## src/tick_pkg.sv

```systemverilog
// constants, tap tables and carrier types for the periodic tick unit
// assumes the shared divider chain is built elsewhere and arrives as taps
package tick_pkg;

    // ==========================================================
    // chain widths: fast bit k toggles at fast_clock/2^(k+1)
    localparam int FAST_W = 23;
    localparam int SLOW_W = 15;

    // ==========================================================
    // register map, word addresses on the avalon slave
    localparam logic [1:0] CTRL_ADDR = 2'h0;
    localparam logic [1:0] STATUS_ADDR = 2'h1;
    localparam logic [7:0] CTRL_RESET = 8'h00;
    localparam logic [7:0] CTRL_WRITE_MASK = 8'hEF;
    localparam logic [31:0] UNMAPPED_READ = 32'h0000_0000;

    // status register bit positions
    localparam int STAT_TICK_TAP = 0;
    localparam int STAT_BUZ_TAP = 1;
    localparam int STAT_PRESC = 2;
    localparam int STAT_SLOW = 3;

    // ==========================================================
    // tap tables, chain bit index per select code
    localparam logic [4:0] FAST_TICK_IDX [0:7] = '{5'h16, 5'h14, 5'h0F,
        5'h0D, 5'h0C, 5'h0B, 5'h0A, 5'h08};
    localparam logic [3:0] SLOW_TICK_IDX [0:7] = '{4'hE, 4'hC, 4'h7,
        4'h5, 4'h4, 4'h3, 4'h2, 4'h0};
    localparam logic [4:0] FAST_BUZ_IDX [0:3] = '{5'h0C, 5'h0B, 5'h0A,
        5'h09};
    localparam logic [3:0] SLOW_BUZ_IDX [0:3] = '{4'h4, 4'h3, 4'h2, 4'h1};

    // ==========================================================
    // carriers and state
    typedef struct packed {
        logic slow_mode;
        logic prescaler_source_select;
    } clock_mode_t;

    typedef struct packed {
        logic buzzer_out_enable;
        logic [1:0] buzzer_freq_select;
        logic spare;
        logic tick_enable;
        logic [2:0] tick_period_select;
    } tick_ctrl_t;

    typedef struct packed {
        tick_ctrl_t ctrl;
        logic waitreq;
        logic [31:0] rdata;
        logic prev_tap;
        logic armed;
        logic tick_irq;
        logic tick_take;
        logic buzzer_n;
    } tick_state_t;

endpackage : tick_pkg

```

## src/tick_tap_select.sv

```systemverilog
// tap selector: picks the tick and buzzer taps off the divider chain
// assumes chain bits are synchronous to the clock of the caller
`timescale 1ns/1ps
module tick_tap_select
    import tick_pkg::*;
(
    // divider chain taps
    input wire logic [FAST_W-1:0] fast_chain,
    input wire logic [SLOW_W-1:0] slow_chain,
    // selection
    input wire clock_mode_t clock_mode,
    input wire tick_ctrl_t ctrl,
    // chosen taps
    output logic tick_tap,
    output logic buz_tap
);

    logic use_slow;

    // ==========================================================
    // slow column whenever the prescaler picks slow_clock or in slow mode;
    // in slow mode codes above 001 are not legal, the slow column is kept
    assign use_slow = clock_mode.slow_mode
        | clock_mode.prescaler_source_select;

    // both columns index the same code, the tap table and the chain differ
    always_comb begin
        if (use_slow) begin
            tick_tap = slow_chain[SLOW_TICK_IDX[ctrl.tick_period_select]];
            buz_tap = slow_chain[SLOW_BUZ_IDX[ctrl.buzzer_freq_select]];
        end else begin
            tick_tap = fast_chain[FAST_TICK_IDX[ctrl.tick_period_select]];
            buz_tap = fast_chain[FAST_BUZ_IDX[ctrl.buzzer_freq_select]];
        end
    end

endmodule : tick_tap_select

```

## src/periodic_tick_unit.sv

```systemverilog
// periodic tick unit: time-base interrupt and buzzer square wave
// assumes the divider chain runs free outside and avalon-mm master
//
// Local design decisions: the register offsets and the Avalon-MM slave port.
`timescale 1ns/1ps
module periodic_tick_unit
    import tick_pkg::*;
(
    // clock and reset
    input wire logic ref_clk,
    input wire logic sys_rst,
    // avalon-mm slave
    input wire logic [1:0] avs_address,
    input wire logic avs_read,
    input wire logic avs_write,
    input wire logic [31:0] avs_writedata,
    input wire logic [3:0] avs_byteenable,
    output logic [31:0] avs_readdata,
    output logic avs_waitrequest,
    // divider chain and operating mode
    input wire logic [FAST_W-1:0] fast_chain,
    input wire logic [SLOW_W-1:0] slow_chain,
    input wire clock_mode_t clock_mode,
    // interrupt controller side
    input wire logic tick_irq_enable,
    input wire logic irq_master_flag,
    output logic tick_irq,
    output logic tick_irq_take,
    // buzzer pin, active low
    output logic buzzer_out_pin_n
);

    // ==========================================================
    // state and taps
    tick_state_t st_reg;
    tick_state_t st_next;
    logic tick_tap;
    logic buz_tap;
    logic req;
    logic fall;
    logic [31:0] status_word;

    tick_tap_select taps (
        .fast_chain(fast_chain),
        .slow_chain(slow_chain),
        .clock_mode(clock_mode),
        .ctrl(st_reg.ctrl),
        .tick_tap(tick_tap),
        .buz_tap(buz_tap)
    );

    // ==========================================================
    // helper terms
    assign req = avs_read | avs_write;
    // armed stays low the first cycle after enable, so a tap switched by the
    // same write cannot fake an edge against the old tap
    assign fall = st_reg.ctrl.tick_enable & st_reg.armed & st_reg.prev_tap
        & ~tick_tap;

    // status snapshot, upper bits read as zero
    always_comb begin
        status_word = 32'h0000_0000;
        status_word[STAT_TICK_TAP] = tick_tap;
        status_word[STAT_BUZ_TAP] = buz_tap;
        status_word[STAT_PRESC] = clock_mode.prescaler_source_select;
        status_word[STAT_SLOW] = clock_mode.slow_mode;
    end

    // ==========================================================
    // next state
    always_comb begin
        st_next = st_reg;
        // waitrequest drops for exactly one cycle per request
        st_next.waitreq = ~(req & st_reg.waitreq);
        if (req & st_reg.waitreq) begin
            if (avs_address == CTRL_ADDR) begin
                st_next.rdata = {24'h00_0000, st_reg.ctrl};
            end else if (avs_address == STATUS_ADDR) begin
                st_next.rdata = status_word;
            end else begin
                st_next.rdata = UNMAPPED_READ;
            end
        end
        // writes land only at the edge that sees waitrequest low
        if (avs_write & ~st_reg.waitreq & (avs_address == CTRL_ADDR)
            & avs_byteenable[0]) begin
            st_next.ctrl = avs_writedata[7:0] & CTRL_WRITE_MASK;
        end
        // the chain is only watched, never cleared by enabling
        st_next.prev_tap = tick_tap;
        st_next.armed = st_reg.ctrl.tick_enable;
        st_next.tick_irq = fall;
        st_next.tick_take = fall & tick_irq_enable & irq_master_flag;
        // pin idles high when off, else follows the inverted tap
        if (st_reg.ctrl.buzzer_out_enable) begin
            st_next.buzzer_n = ~buz_tap;
        end else begin
            st_next.buzzer_n = 1'b1;
        end
    end

    // ==========================================================
    // state register
    always_ff @(posedge ref_clk or posedge sys_rst) begin
        if (sys_rst) begin
            st_reg.ctrl <= CTRL_RESET;
            st_reg.waitreq <= 1'b1;
            st_reg.rdata <= 32'h0000_0000;
            st_reg.prev_tap <= 1'b0;
            st_reg.armed <= 1'b0;
            st_reg.tick_irq <= 1'b0;
            st_reg.tick_take <= 1'b0;
            st_reg.buzzer_n <= 1'b1;
        end else begin
            st_reg <= st_next;
        end
    end

    // outputs straight from state flops
    assign avs_readdata = st_reg.rdata;
    assign avs_waitrequest = st_reg.waitreq;
    assign tick_irq = st_reg.tick_irq;
    assign tick_irq_take = st_reg.tick_take;
    assign buzzer_out_pin_n = st_reg.buzzer_n;

    // ==========================================================
    // checks
    tick_on_fall_a: assert property (
        @(posedge ref_clk) disable iff (sys_rst)
        (st_reg.ctrl.tick_enable && $past(st_reg.ctrl.tick_enable)
            && $past(tick_tap) && !tick_tap) |=> tick_irq)
        else $error("falling tap edge gave no tick request");

    tick_quiet_a: assert property (
        @(posedge ref_clk) disable iff (sys_rst)
        !st_reg.ctrl.tick_enable |=> !tick_irq)
        else $error("tick request while disabled");

    tick_settled_a: assert property (
        @(posedge ref_clk) disable iff (sys_rst)
        $rose(st_reg.ctrl.tick_enable) |-> ##1 !tick_irq)
        else $error("tick request raised against a stale tap");

    tick_decode_a: assert property (
        @(posedge ref_clk) disable iff (sys_rst)
        (!clock_mode.slow_mode && !clock_mode.prescaler_source_select
            && st_reg.ctrl.tick_period_select == 3'h4)
            |-> tick_tap == fast_chain[12])
        else $error("period code 100 not on fast bit 12");

    slow_decode_a: assert property (
        @(posedge ref_clk) disable iff (sys_rst)
        (clock_mode.slow_mode && st_reg.ctrl.tick_period_select == 3'h1)
            |-> tick_tap == slow_chain[12])
        else $error("slow mode code 001 not on slow bit 12");

    buzzer_decode_a: assert property (
        @(posedge ref_clk) disable iff (sys_rst)
        (clock_mode.prescaler_source_select
            && st_reg.ctrl.buzzer_freq_select == 2'h3)
            |-> buz_tap == slow_chain[1])
        else $error("buzzer code 11 not on slow bit 1");

    buzzer_off_a: assert property (
        @(posedge ref_clk) disable iff (sys_rst)
        !st_reg.ctrl.buzzer_out_enable |=> buzzer_out_pin_n)
        else $error("buzzer pin low while disabled");

    buzzer_wave_a: assert property (
        @(posedge ref_clk) disable iff (sys_rst)
        st_reg.ctrl.buzzer_out_enable |=> buzzer_out_pin_n == !$past(buz_tap))
        else $error("buzzer pin does not follow tap");

    ctrl_write_a: assert property (
        @(posedge ref_clk) disable iff (sys_rst)
        (avs_write && !avs_waitrequest && avs_address == CTRL_ADDR
            && avs_byteenable[0])
            |=> st_reg.ctrl == ($past(avs_writedata[7:0]) & CTRL_WRITE_MASK))
        else $error("control write not stored");

    irq_gate_a: assert property (
        @(posedge ref_clk) disable iff (sys_rst)
        tick_irq_take |-> tick_irq && $past(irq_master_flag)
            && $past(tick_irq_enable))
        else $error("tick taken without both enables");

    bus_answer_a: assert property (
        @(posedge ref_clk) disable iff (sys_rst)
        (req && avs_waitrequest) |=> !avs_waitrequest ##1 avs_waitrequest)
        else $error("waitrequest low not exactly one cycle");

    take_follows_a: assert property (
        @(posedge ref_clk) disable iff (sys_rst)
        (tick_irq && $past(irq_master_flag) && $past(tick_irq_enable))
            |-> tick_irq_take)
        else $error("enabled tick request not passed on");

    slow_column_a: assert property (
        @(posedge ref_clk) disable iff (sys_rst)
        (clock_mode.prescaler_source_select
            && st_reg.ctrl.tick_period_select == 3'h7)
            |-> tick_tap == slow_chain[0])
        else $error("period code 111 not on slow bit 0");

    buzzer_fast_a: assert property (
        @(posedge ref_clk) disable iff (sys_rst)
        (!clock_mode.slow_mode && !clock_mode.prescaler_source_select
            && st_reg.ctrl.buzzer_freq_select == 2'h2)
            |-> buz_tap == fast_chain[10])
        else $error("buzzer code 10 not on fast bit 10");

    read_upper_a: assert property (
        @(posedge ref_clk) disable iff (sys_rst)
        !avs_waitrequest |-> avs_readdata[31:8] == 24'h00_0000)
        else $error("read data upper bits not zero");

endmodule : periodic_tick_unit

```

## config.mk

```make
export PLATFORM = sky130hd
export DESIGN_NAME = periodic_tick_unit
export DESIGN_NICKNAME = d
export VERILOG_FILES = /design/src/tick_pkg.sv /design/src/tick_tap_select.sv /design/src/periodic_tick_unit.sv
export SDC_FILE = /design/constraint.sdc
export NUM_CORES = 1
export LEC_CHECK = 0
export BUFFER_PORTS_ARGS = -buffer_cell sky130_fd_sc_hd__buf_2
export CORE_ASPECT_RATIO = 0.6
export CORE_MARGIN = 5
export CORE_UTILIZATION = 40
export CTS_BUF_LIST = sky130_fd_sc_hd__clkbuf_2 sky130_fd_sc_hd__clkbuf_4 sky130_fd_sc_hd__clkbuf_8
export DETAILED_ROUTE_END_ITERATION = 10
export PLACE_DENSITY_LB_ADDON = 0.12
export SLEW_MARGIN = 40
export SYNTH_ARGS = -nofsm -noshare
export SYNTH_HDL_FRONTEND = slang
export SYNTH_HIERARCHICAL = 1
export SYNTH_SLANG_ARGS = --single-unit
```

## constraint.sdc

```tcl
create_clock -name ref_clk -period 4.47 [get_ports ref_clk]
set_clock_uncertainty 0.15 [all_clocks]
set_input_delay 0.894 -clock ref_clk [delete_from_list [all_inputs] [get_ports ref_clk]]
set_output_delay 0.894 -clock ref_clk [all_outputs]
set_load 0.01 [all_outputs]
```

# [Word-level counts from Yosys, hierarchy flattened]
# Memory sizes are Yosys's and may differ from the RTL's.
# Cells that the tools add are included.
[word_totals] register_bits=45 latchBits=0 ram_bits=0 rom_bits=72 in_bits=84 output_inout_bits=36 wordCells=61 memories=2
[classes] n_addsub=0 multipliers=0 div_mod_pow=0 order_cmp=6 eq_ne=1 shifts=0 muxes=23 bitwise_logic=17 reduce_logical=1
[mem_list] name="(no name shown)" words=8 width=5 rd=1 rd_ports_with_merged_regs=0 wr=0 line="tick_tap_select.sv:32" source="tick_tap = fast_chain[FAST_TICK_IDX[ctrl.tick_period_select]];"
[mem_list] name="(no name shown)" words=8 width=4 rd=1 rd_ports_with_merged_regs=0 wr=0 line="tick_tap_select.sv:29" source="tick_tap = slow_chain[SLOW_TICK_IDX[ctrl.tick_period_select]];"
[op_table] operator="$mux 4" n=5
[op_table] operator="$mux 5" n=4
[op_table] operator="$lt 5x6->1 const B" n=2
[op_table] operator="$bmux 1 s5" n=2
[op_table] operator="$bmux 5 s2" n=1
[op_table] operator="$lt 4x5->1 const B" n=2
[op_table] operator="$and 1x1->1" n=9
[op_table] operator="$bmux 1 s4" n=2
[op_table] operator="$bmux 4 s2" n=1
[op_table] operator="$mux 8" n=1
[op_table] operator="$mux 1" n=7
[op_table] operator="$ge 4x4->1 const B" n=1
[op_table] operator="$not 1->1" n=4
[op_table] operator="$not 3->4" n=1
[op_table] operator="$ge 3x3->1 const B" n=1
[op_table] operator="$not 2->3" n=1
[op_table] operator="$eq 2x1->1 const B" n=1
[op_table] operator="$logic_not 2->1" n=1
[op_table] operator="$or 1x1->1" n=2

# [Logic depth before layout (Yosys ltp)]
# Gate-level depths: netlist of run 1.
[depth] depth_word=11 depth_mapped=9 depth_no_buf=9

# [Modules after synthesis]
# Netlist of run 1, hierarchy kept.
[modules_own_cells] mod="periodic_tick_unit" n_inst=1 cells_per_inst=90 area_each_um2=1028.5 seq_area_each_um2=503.0
[modules_own_cells] mod="tick_tap_select" n_inst=1 cells_per_inst=45 area_each_um2=439.2 seq_area_each_um2=0.0

# [Least setup slack after synthesis of run 1]
# Ideal clock, no wire load.
[synth_timing] path_kind="register to register" from="register st_reg[39] (netlist name)" to="register st_reg (netlist bit tick_irq_take)" setup_ps=120 arrival_ps=2172 required_time_ps=4200 setup_slack_ps=2029 stages_incl_launch_ff=9 n_path_buf=0 period_less_slack_ps=2441 path_cell_list="dfrtp_1 inv_1 ha_1 mux2_4 mux4_2 nor2_1 o32ai_1 and4b_1 and3_1"
[synth_lines] element="end signal, assigned" line="periodic_tick_unit.sv:115" source="st_reg <= st_next;"
[synth_lines] element="end, declared" line="periodic_tick_unit.sv:35" source="tick_state_t st_reg;"

==> results by group, run 1 <==
Outcome
  • Status: finished, final reports clean

Timing
  • Final worst-path cycle share: 0.628
  • Slew headroom: 0.646
  • RSZ-0062 raised after global routing: no
  • Setup total negative slack: 0 ns
  • Worst Tran Pin Value: 0.530 ns
  • Final Hold Slack: 0.278 ns
  • Pins Over Slew Limit: 0
  • Final min period: 2.81 ns
  • Final Hold Viols: 0
  • Slack of the critical path: 1.66 ns
  • Final Setup Violations: 0
  • Max Freq: 356 MHz

Global routing
  • Antenna violations before repair: 0
  • GR Overflow Total: 0
  • Number of global-route vias before repair: 1113
  • Largest net degree at the start of global routing: 21
  • First-pass GRT wire length: 5050 um
  • Total track usage: 0.128

Placement
  • IO buf count: 50
  • DP HPWL: 2690 um
  • Routability cong.: 0.846
  • Pre-CTS WS: 1.71 ns

Pwr
  • Net Sw Frac: 0.348
  • Worst VDD drop: 0.000183 V
  • Leakage: 0.000867 uW
  • PwrDens: 428 nW/um^2
  • Clk pwr share: 0.176
  • Sequential group share of total power: 0.377
  • Comb power frac: 0.446
  • Switching power: 245 uW
  • Internal: 460 uW

Clock tree
  • Post-CTS Setup Repair Bufs: 0
  • Clock Tree Root: clkbuf_8
  • CTS tree: built
  • Clock Latency Late Sink: 0.25 ns
  • H-tree depth: 1
  • Post-CTS sizing: 0
  • Total CTS buffers: 3
  • Bufs on Longest Clock Path: 2
  • Hold-fix buffers, CTS: 0
  • Clk slew on worst S/H paths: 0.07 ns
  • Clk sink count: 20

Layout
  • Multi-input gate area: 763 um^2
  • Max reg flops: 8
  • Storage cell area: 503 um^2
  • Final-layout fill cell count: 346
  • ANT cells: 0
  • Layout cell share with drive strength beyond 1: 0.429
  • Net count, final: 265
  • P&R area growth vs syn: 12.2%

Routing
  • DR iter-0 viols: 26
  • First-pass iteration count of the detailed router: 4
  • Residual DRC: 0
  • DR vias/cell: 4.66
  • Post-route antenna net violation count: 0
  • Wirelength per Cell: 13.8 um
  • Vias: 1043
  • Final wirelength: 3080 um

Critical path
  • Worst path max stage delay: 0.48 ns
  • Critical Path RT: 4.46 ns
  • Crit path capture type: flip-flop
  • CP cell instances: inv_1 -> ha_1 -> mux2_4 -> mux4_2 -> nor2_1 -> o32ai_1 -> and4b_1 -> and3_1
  • Crit-path slowest cell: dfrtp_1
  • Element type at the critical path start: flip-flop
  • Crit Path Class: flip-flop to flip-flop
  • Worst Path Arrival: 2.80 ns
  • Worst Path Max Fanout: 6

Worst hold path
  • Hold Crit Class: flip-flop to flip-flop

Floorplan
  • DIE WIDTH: 88.2 um
  • Initial Util: 0.408
  • Total die area: 5020 um^2
  • Die H: 56.9 um
  • Core area: 3590 um^2
  • Ports: 120
  • # rows: 17

Synthesis
  • Mapped Avg Cell Area: 10.9 um^2
  • #FFs+latches synth: 20
  • Register area share after synthesis: 0.343
  • Synth unique cells: 30
  • YS warnings: 6
  • Dominant synthesized flop cell: dfrtp_1
  • Synth Instances: 135
  • Post-synth EDFFs: 0
  • Top-area cell type share of the netlist area: 0.307
  • Synth area leader: dfrtp_1
  • Async set-reset flop share out of synthesis: 1.00
  • Synth Cell Area: 1470 um^2
  • Main area contributors after synthesis: dfrtp_1 31%, buf_4 16%, mux4_2 11%

Run
  • Max-Cap Viols: 0
-- power groups by stage --
stage / clock network [uW] / registers (uW) / logic [uW]
after global routing: 135 / 275 / 346
after detailed placement: 0 / 270 / 314
final: 124 / 266 / 315
after global placement: 0 / 268 / 308
after floorplan: 0 / 253 / 280
after CTS: 127 / 267 / 314
-- path summary, 6_finish.rpt --
check                           cells past startpoint        from               end  slack [ns]
worst max-delay path                                8  st_reg[39]     tick_irq_take        1.66
worst min register to register                      1  st_reg[45]  buzzer_out_pin_n        0.28
min in group asynchronous                           2     sys_rst          tick_irq        0.47
worst min-delay path                                1  st_reg[45]  buzzer_out_pin_n        0.28
max in group asynchronous                           2     sys_rst  buzzer_out_pin_n        3.37
worst max register to register                      8  st_reg[39]     tick_irq_take        1.66
-- layer usage --
| metal | GRT usage | wire length [um] | vias to the layer above |
|---|---|---|---|
| li1 | - | - | 497 |
| met1 | 0.173 | 1330 | 492 |
| met2 | 0.209 | 1430 | 52 |
| met3 | 0.0396 | 310 | 2 |
| met4 | 0.0129 | 8 | 0 |
| met5 | 0 | 0 | - |
-- synth_stat cells, drive strengths merged (3+ instances only) --
library cell and count:
buf 36, inv 6, o21ai 8, mux4 7
dfrtp 18, nor2 4, o31ai 5, mux2i 10
mux2 8, nand2 13, ha 3
-- cell usage in the layout, fill, tap and decap left out, drive strengths merged, types with 2 or more instances in the layout --
cell / synthesis / final
clkbuf: 0 / 4
nand2: 13 / 13
o21ai: 8 / 8
and2b: 2 / 2
and3: 2 / 2
mux2: 8 / 8
o31ai: 5 / 5
inv: 6 / 6
ha: 3 / 3
mux4: 7 / 7
dfrtp: 18 / 18
mux2i: 10 / 10
conb: 1 / 25
dfstp: 2 / 2
a21boi: 2 / 2
nor2: 4 / 4
buf: 36 / 50
-- through the flow --
| stage | util | power (uW) | std cells | instance area [um^2] |
|---|---|---|---|---|
| 2_1_floorplan | - | 534 | 159 | 1560 |
| 3_3_place_gp | 0.443 | 576 | 220 | 1590 |
| 3_5_place_dp | 0.443 | 583 | 220 | 1590 |
| 4_1_cts | 0.457 | 707 | 224 | 1640 |
| 5_1_grt | 0.458 | 756 | 224 | 1650 |
| 6_report | 0.458 | 705 | 224 | 1650 |
-- critical path, delay by kind of cell, from the launching register on --
kind,cells,cell delay [ns]
AOI/OAI and AO/OA,1,0.44
adders and majority gates,1,0.34
buffers and inverters,1,0.10
DFF,1,0.48
muxes,2,0.69
and+or+nand+nor,3,0.49
-- cells by family after synthesis --
family / Yosys count / share of synthesized area
flops: 20 / 0.343
fa+ha+maj: 3 / 0.0256
buf+inv: 42 / 0.201
mux: 25 / 0.248
other cells: 1 / 0.00256
simple gates: 27 / 0.107
compound gates: 17 / 0.0733
-- final cells by class --
| class | instances | area share |
|---|---|---|
| flip-flops and latches | 20 | 0.305 |
| well taps | 47 | 0.0357 |
| multi-input cells | 97 | 0.464 |
| inverters | 6 | 0.0137 |
| repair buffers | 50 | 0.152 |
| clock buffers | 4 | 0.0296 |
(Power assumes the default switching activity.)
==> run 2: changes to the inputs <==
Clock period 4.47 ns to 2.6 ns, I/O delays scaled along.
==> results by group, run 2 (synthesis gave the netlist of run 1 again) <==
Clock tree
  • Clock Latency Late Sink: 0.25 ns (about the same)
  • Clk slew on worst S/H paths: 0.07 ns (about the same)
  • H-tree depth: 1 (unchanged)
  • Clk sink count: 20 (unchanged)
  • Clock Tree Root: clkbuf_8 (unchanged)
  • Total CTS buffers: 3 (unchanged)
  • CTS tree: built (unchanged)
  • Bufs on Longest Clock Path: 2 (unchanged)

Layout
  • ANT cells: 0 (unchanged)
  • Final-layout fill cell count: 348 (was 346)
  • Net count, final: 272 (was 265)
  • Commonest non-fill, non-tap cell in the layout: buf_2 (unchanged)
  • Layout cell share with drive strength beyond 1: 0.467 (was 0.429)
  • Max reg flops: 8 (unchanged)
  • P&R area growth vs syn: 18.1% (was 12.2%)
  • Final cell count without fillers: 231 (was 224)
  • Most frequent cells in the layout: 50 x buf_2, 25 x conb_1, 18 x dfrtp_1 (unchanged)

Global routing
  • GR Overflow Total: 0 (unchanged)
  • Number of global-route vias before repair: 1109 (was 1113)
  • Total track usage: 0.124 (was 0.128)
  • Largest net degree at the start of global routing: 21 (unchanged)
  • First-pass GRT wire length: 4920 um (was 5050 um)
  • Antenna violations before repair: 0 (unchanged)

Placement
  • IO buf count: 50 (unchanged)
  • Routability cong.: 0.815 (was 0.846)
  • Inst Count DP: 225 (was 220)
  • DP HPWL: 2610 um (was 2690 um)

Timing
  • Final min period: 2.46 ns (was 2.81 ns)
  • Max Freq: 407 MHz (was 356 MHz)
  • Final Setup Violations: 0 (unchanged)
  • Pins Over Slew Limit: 0 (unchanged)
  • RSZ-0062 raised after global routing: no (unchanged)
  • Final Hold Viols: 0 (unchanged)
  • Final worst-path cycle share: 0.945 (was 0.628)

Routing
  • Final wirelength: 3110 um (was 3080 um)
  • First-pass iteration count of the detailed router: 4 (unchanged)
  • DR iter-0 viols: 21 (was 26)
  • Post-route antenna net violation count: 0 (unchanged)
  • Residual DRC: 0 (unchanged)
  • Vias: 1068 (was 1043)
  • Wirelength per Cell: 13.4 um (was 13.8 um)
  • DR vias/cell: 4.62 (was 4.66)

Pwr
  • Post-layout power: 1310 uW (was 705 uW)
  • Worst VDD drop: 0.000245 V (was 0.000183 V)
  • Leakage: 0.000905 uW (was 0.000867 uW)
  • Sequential group share of total power: 0.332 (was 0.377)
  • Clk pwr share: 0.165 (was 0.176)
  • Comb power frac: 0.503 (was 0.446)
  • Internal: 865 uW (was 460 uW)
  • PwrDens: 756 nW/um^2 (was 428 nW/um^2)
  • Switching power: 445 uW (was 245 uW)
  • Net Sw Frac: 0.340 (was 0.348)

Critical path
  • Worst Path Max Fanout: 8 (was 6)
  • Buf/Inv on CP: 2 (was 1)
  • Worst path max stage delay: 0.38 ns (was 0.48 ns)
  • Top cell by count, worst path: and3_1
  • CP cell instances: inv_1 -> ha_2 -> mux2i_4 -> buf_12 -> and2b_1 -> o22ai_1 -> and3_1 -> o32ai_2 -> and4b_1 -> and3_1 (was inv_1 -> ha_1 -> mux2_4 -> mux4_2 -> nor2_1 -> o32ai_1 -> and4b_1 -> and3_1)
  • Crit-path slowest cell: dfrtp_1 (unchanged)
  • Crit path capture type: flip-flop (unchanged)
  • Critical Path RT: 2.60 ns (was 4.46 ns)
  • Top cell family by delay on the critical path: simple AND/OR/NAND/NOR gates (was multiplexers)
  • Worst Path Arrival: 2.45 ns (was 2.80 ns)
  • Crit Path Class: flip-flop to flip-flop (unchanged)
  • Element type at the critical path start: flip-flop (unchanged)

Floorplan
  • Ports: 120 (unchanged)
  • Die H: 56.9 um (unchanged)
  • Initial Util: 0.408 (unchanged)
  • # rows: 17 (unchanged)
  • Total die area: 5020 um^2 (unchanged)
  • DIE WIDTH: 88.2 um (unchanged)
  • Core area: 3590 um^2 (unchanged)

Worst hold path
  • Hold Crit Class: input port to asynchronous set/reset pin (was flip-flop to flip-flop)

Run
  • Max-Cap Viols: 0 (unchanged)

Outcome
  • Status: finished, final reports clean (unchanged)
## run 2: final timing paths
| kind | start | to | slack [ns] | cells past startpoint |
|---|---|---|---|---|
| max | st_reg[39] | tick_irq_take | 0.14 | 10 |
| min | sys_rst | tick_irq_take | 0.10 | 2 |
| max reg2reg | st_reg[39] | tick_irq_take | 0.14 | 10 |
| min reg2reg | st_reg[45] | buzzer_out_pin_n | 0.27 | 1 |
| max in group asynchronous | sys_rst | buzzer_out_pin_n | 1.87 | 2 |
| min in group ref_clk | st_reg[45] | buzzer_out_pin_n | 0.27 | 1 |
## run 2: metrics by stage
| step | cell area [um^2] | hold WS (ns) | TNS (ns) | worst slack [ns] | utilization |
|---|---|---|---|---|---|
| finish | 1730 | 0.101 | 0 | 0.144 | 0.482 |
| global route | 1730 | 0.144 | 0 | 0.0376 | 0.482 |
| global placement | 1630 | 0.253 | -0.0211 | -0.0211 | 0.454 |
| CTS | 1690 | 0.261 | 0 | 0.0293 | 0.470 |
| detailed placement | 1630 | 0.259 | -0.0507 | -0.0507 | 0.454 |
| floorplan | 1560 | 0.232 | 0 | 0.159 | - |
## run 2: power groups by stage
stage / registers, uW / clock network [uW] / logic (uW)
floorplan: 435 / 0 / 482
global placement: 440 / 0 / 581
detailed placement: 442 / 0 / 587
CTS: 436 / 219 / 598
global route: 447 / 234 / 728
finish: 435 / 216 / 659
## run 2: per-layer routing
layer	up-vias	wire, um	track usage
met4	0	8	0.0194
met3	2	313	0.0411
li1	516	-	-
met2	50	1380	0.190
met5	-	0	0
met1	500	1400	0.173
## run 2: worst register-to-register path, stage by stage, from the launching register on
cell	delay, ns
dfrtp_1	0.38
inv_1	0.12
ha_2	0.25
mux2i_4	0.09
buf_12	0.15
and2b_1	0.18
o22ai_1	0.08
and3_1	0.18
o32ai_2	0.34
and4b_1	0.25
and3_1	0.18
## run 2: repair_timing
action / 4_1_cts / 5_1_grt
endpoints found under the hold margin: 0 / 0
gates cloned: 0 / 0
gates resized for setup: 1 / 3
hold buffers: 0 / 0
endpoints found under the setup margin: 1 / 1
pin swaps: 0 / 1
setup buffers: 0 / 2
## run 2: final cells by class
| class | instances | area, um^2 | area share |
|---|---|---|---|
| repair buffers | 57 | 315 | 0.182 |
| inverters | 6 | 22.5 | 0.0130 |
| flip-flops and latches | 20 | 503 | 0.290 |
| multi-input cells | 97 | 785 | 0.453 |
| well taps | 47 | 58.8 | 0.0339 |
| clock buffers | 4 | 48.8 | 0.0282 |
==> run 3: changes to the inputs <==
Settings changed: CORE_MARGIN 5 to default.
==> results by group, run 3 (synthesis gave the netlist of run 1 again) <==
Critical path
  • CP cell instances: inv_1 -> ha_1 -> mux2_4 -> mux4_2 -> nor2_2 -> o32ai_4 -> and4b_1 -> and3_1 (was inv_1 -> ha_2 -> mux2i_4 -> buf_12 -> and2b_1 -> o22ai_1 -> and3_1 -> o32ai_2 -> and4b_1 -> and3_1)
  • Element type at the critical path start: flip-flop (unchanged)
  • Crit Path Class: flip-flop to flip-flop (unchanged)
  • Flop-to-flop setup slack: 0.08 ns (was 0.14 ns)
  • Critical Path RT: 2.64 ns (was 2.60 ns)
  • Worst Path Arrival: 2.56 ns (was 2.45 ns)
  • Crit-path slowest cell: mux4_2 (was dfrtp_1)
  • Worst path max stage delay: 0.48 ns (was 0.38 ns)
  • Worst Path Max Fanout: 3 (was 8)
  • Crit path capture type: flip-flop (unchanged)

Routing
  • Residual DRC: 0 (unchanged)
  • Post-route antenna net violation count: 0 (unchanged)
  • First-pass iteration count of the detailed router: 4 (unchanged)
  • DR iter-0 viols: 87 (was 21)
  • Wirelength per Cell: 13.1 um (was 13.4 um)
  • DR vias/cell: 4.78 (was 4.62)
  • Final wirelength: 2980 um (was 3110 um)
  • Vias: 1090 (was 1068)

Timing
  • Final Setup Violations: 0 (unchanged)
  • Final Hold Viols: 0 (unchanged)
  • Final worst-path cycle share: 0.967 (was 0.945)
  • Max Freq: 398 MHz (was 407 MHz)
  • Pins Over Slew Limit: 0 (unchanged)
  • Final min period: 2.52 ns (was 2.46 ns)

Clock tree
  • Clk sink count: 20 (unchanged)
  • Total CTS buffers: 3 (unchanged)
  • CTS tree: built (unchanged)
  • Bufs on Longest Clock Path: 2 (unchanged)
  • H-tree depth: 1 (unchanged)
  • Post-CTS Setup Repair Bufs: 0 (unchanged)
  • Clock Tree Root: clkbuf_8 (unchanged)
  • Hold-fix buffers, CTS: 0 (unchanged)
  • Clk slew on worst S/H paths: 0.07 ns (about the same)
  • Clock Latency Late Sink: 0.25 ns (about the same)

Floorplan
  • Core area: 3380 um^2 (was 3590 um^2)
  • Total die area: 3920 um^2 (was 5020 um^2)
  • DIE WIDTH: 80.2 um (was 88.2 um)
  • Initial Util: 0.434 (was 0.408)
  • # rows: 16 (was 17)
  • Ports: 120 (unchanged)
  • Die H: 48.9 um (was 56.9 um)

Global routing
  • Total track usage: 0.155 (was 0.124)
  • GR Overflow Total: 0 (unchanged)
  • Largest net degree at the start of global routing: 21 (unchanged)
  • First-pass GRT wire length: 4560 um (was 4920 um)
  • Antenna violations before repair: 0 (unchanged)
  • Number of global-route vias before repair: 928 (was 1109)

Layout
  • Max reg flops: 8 (unchanged)
  • Final cell count without fillers: 228 (was 231)
  • Layout cell share with drive strength beyond 1: 0.459 (was 0.467)
  • P&R area growth vs syn: 16.6% (was 18.1%)
  • Most frequent cells in the layout: 50 x buf_2, 25 x conb_1, 18 x dfrtp_1 (unchanged)
  • Commonest non-fill, non-tap cell in the layout: buf_2 (unchanged)
  • ANT cells: 0 (unchanged)
  • Final core occ: 0.506 (was 0.482)
  • Net count, final: 271 (was 272)

Placement
  • DP HPWL: 2470 um (was 2610 um)
  • Inst Count DP: 224 (was 225)
  • Routability cong.: 0.902 (was 0.815)
  • IO buf count: 50 (unchanged)

Outcome
  • Status: finished, final reports clean (unchanged)

Pwr
  • Leakage: 0.000899 uW (was 0.000905 uW)
  • Post-layout power: 1300 uW (was 1310 uW)
  • PwrDens: 759 nW/um^2 (was 756 nW/um^2)
  • Worst VDD drop: 0.000361 V (was 0.000245 V)

Worst hold path
  • Hold Crit Class: input port to asynchronous set/reset pin (unchanged)

Run
  • Max-Cap Viols: 0 (unchanged)
==> run 3: changes by cell type in the layout (fill, tap and decap cells not counted) <==
cell,before,now
o32ai_2,1,0
buf_12,1,0
o32ai_4,0,1
ha_2,1,0
ha_4,1,0
nor3_1,1,0
ha_1,1,3
nor3_2,0,1
==> run 3: worst max-delay path: cells and delay by family (launching register included) <==
kind                       cells  cell delay [ns]
DFF                            1             0.39
AOI/OAI and AO/OA              1             0.10
and+or+nand+nor                3             0.60
muxes                          2             0.79
buffers and inverters          1             0.08
adders and majority gates      1             0.35
==> run 3: cell type report <==
type / count / area, um^2
fillers: 314 / 1670
multi-input cells: 97 / 786
flip-flops and latches: 20 / 503
repair buffers: 56 / 295
well taps: 45 / 56.3
clock buffers: 4 / 48.8
inverters: 6 / 22.5
==> run 3: power breakdown <==
group	switching (uW)	total (uW)	internal [uW]
clock	91.2	210	119
sequential	49.6	438	389
combinational	317	650	333
==> run 3: final timing paths <==
kind                             from          endpoint  cells after the start
max                        st_reg[38]     tick_irq_take                      8
min reg2reg                st_reg[45]  buzzer_out_pin_n                      1
max reg2reg                st_reg[38]     tick_irq_take                      8
max in group asynchronous     sys_rst   avs_waitrequest                      2
min                           sys_rst     tick_irq_take                      2
min in group ref_clk         avs_read   avs_waitrequest                      2
==> run 3: per-stage QoR <==
| step | worst slack (ns) | hold slack, ns | cell area, um^2 | TNS, ns |
|---|---|---|---|---|
| finish | 0.0847 | 0.108 | 1710 | 0 |
| CTS | 0.0201 | 0.255 | 1690 | 0 |
| detailed placement | -0.0752 | 0.270 | 1640 | -0.0752 |
| global route | -0.0371 | 0.136 | 1710 | -0.0371 |
| floorplan | 0.159 | 0.232 | 1560 | 0 |
| global placement | -0.0571 | 0.256 | 1640 | -0.0571 |
==> run 3: repair_timing <==
action	in CTS	in global routing
endpoints found under the hold margin	0	0
resized for setup	1	3
pin swaps	0	1
endpoints found under the setup margin	1	1
==> run 3: metal layers <==
layer | track usage | up-vias | wire length, um
met1 | 0.234 | 515 | 1480
li1 | - | 518 | -
met2 | 0.228 | 55 | 1310
met3 | 0.0430 | 2 | 183
met4 | 0.0179 | 0 | 8
met5 | 0 | - | 0
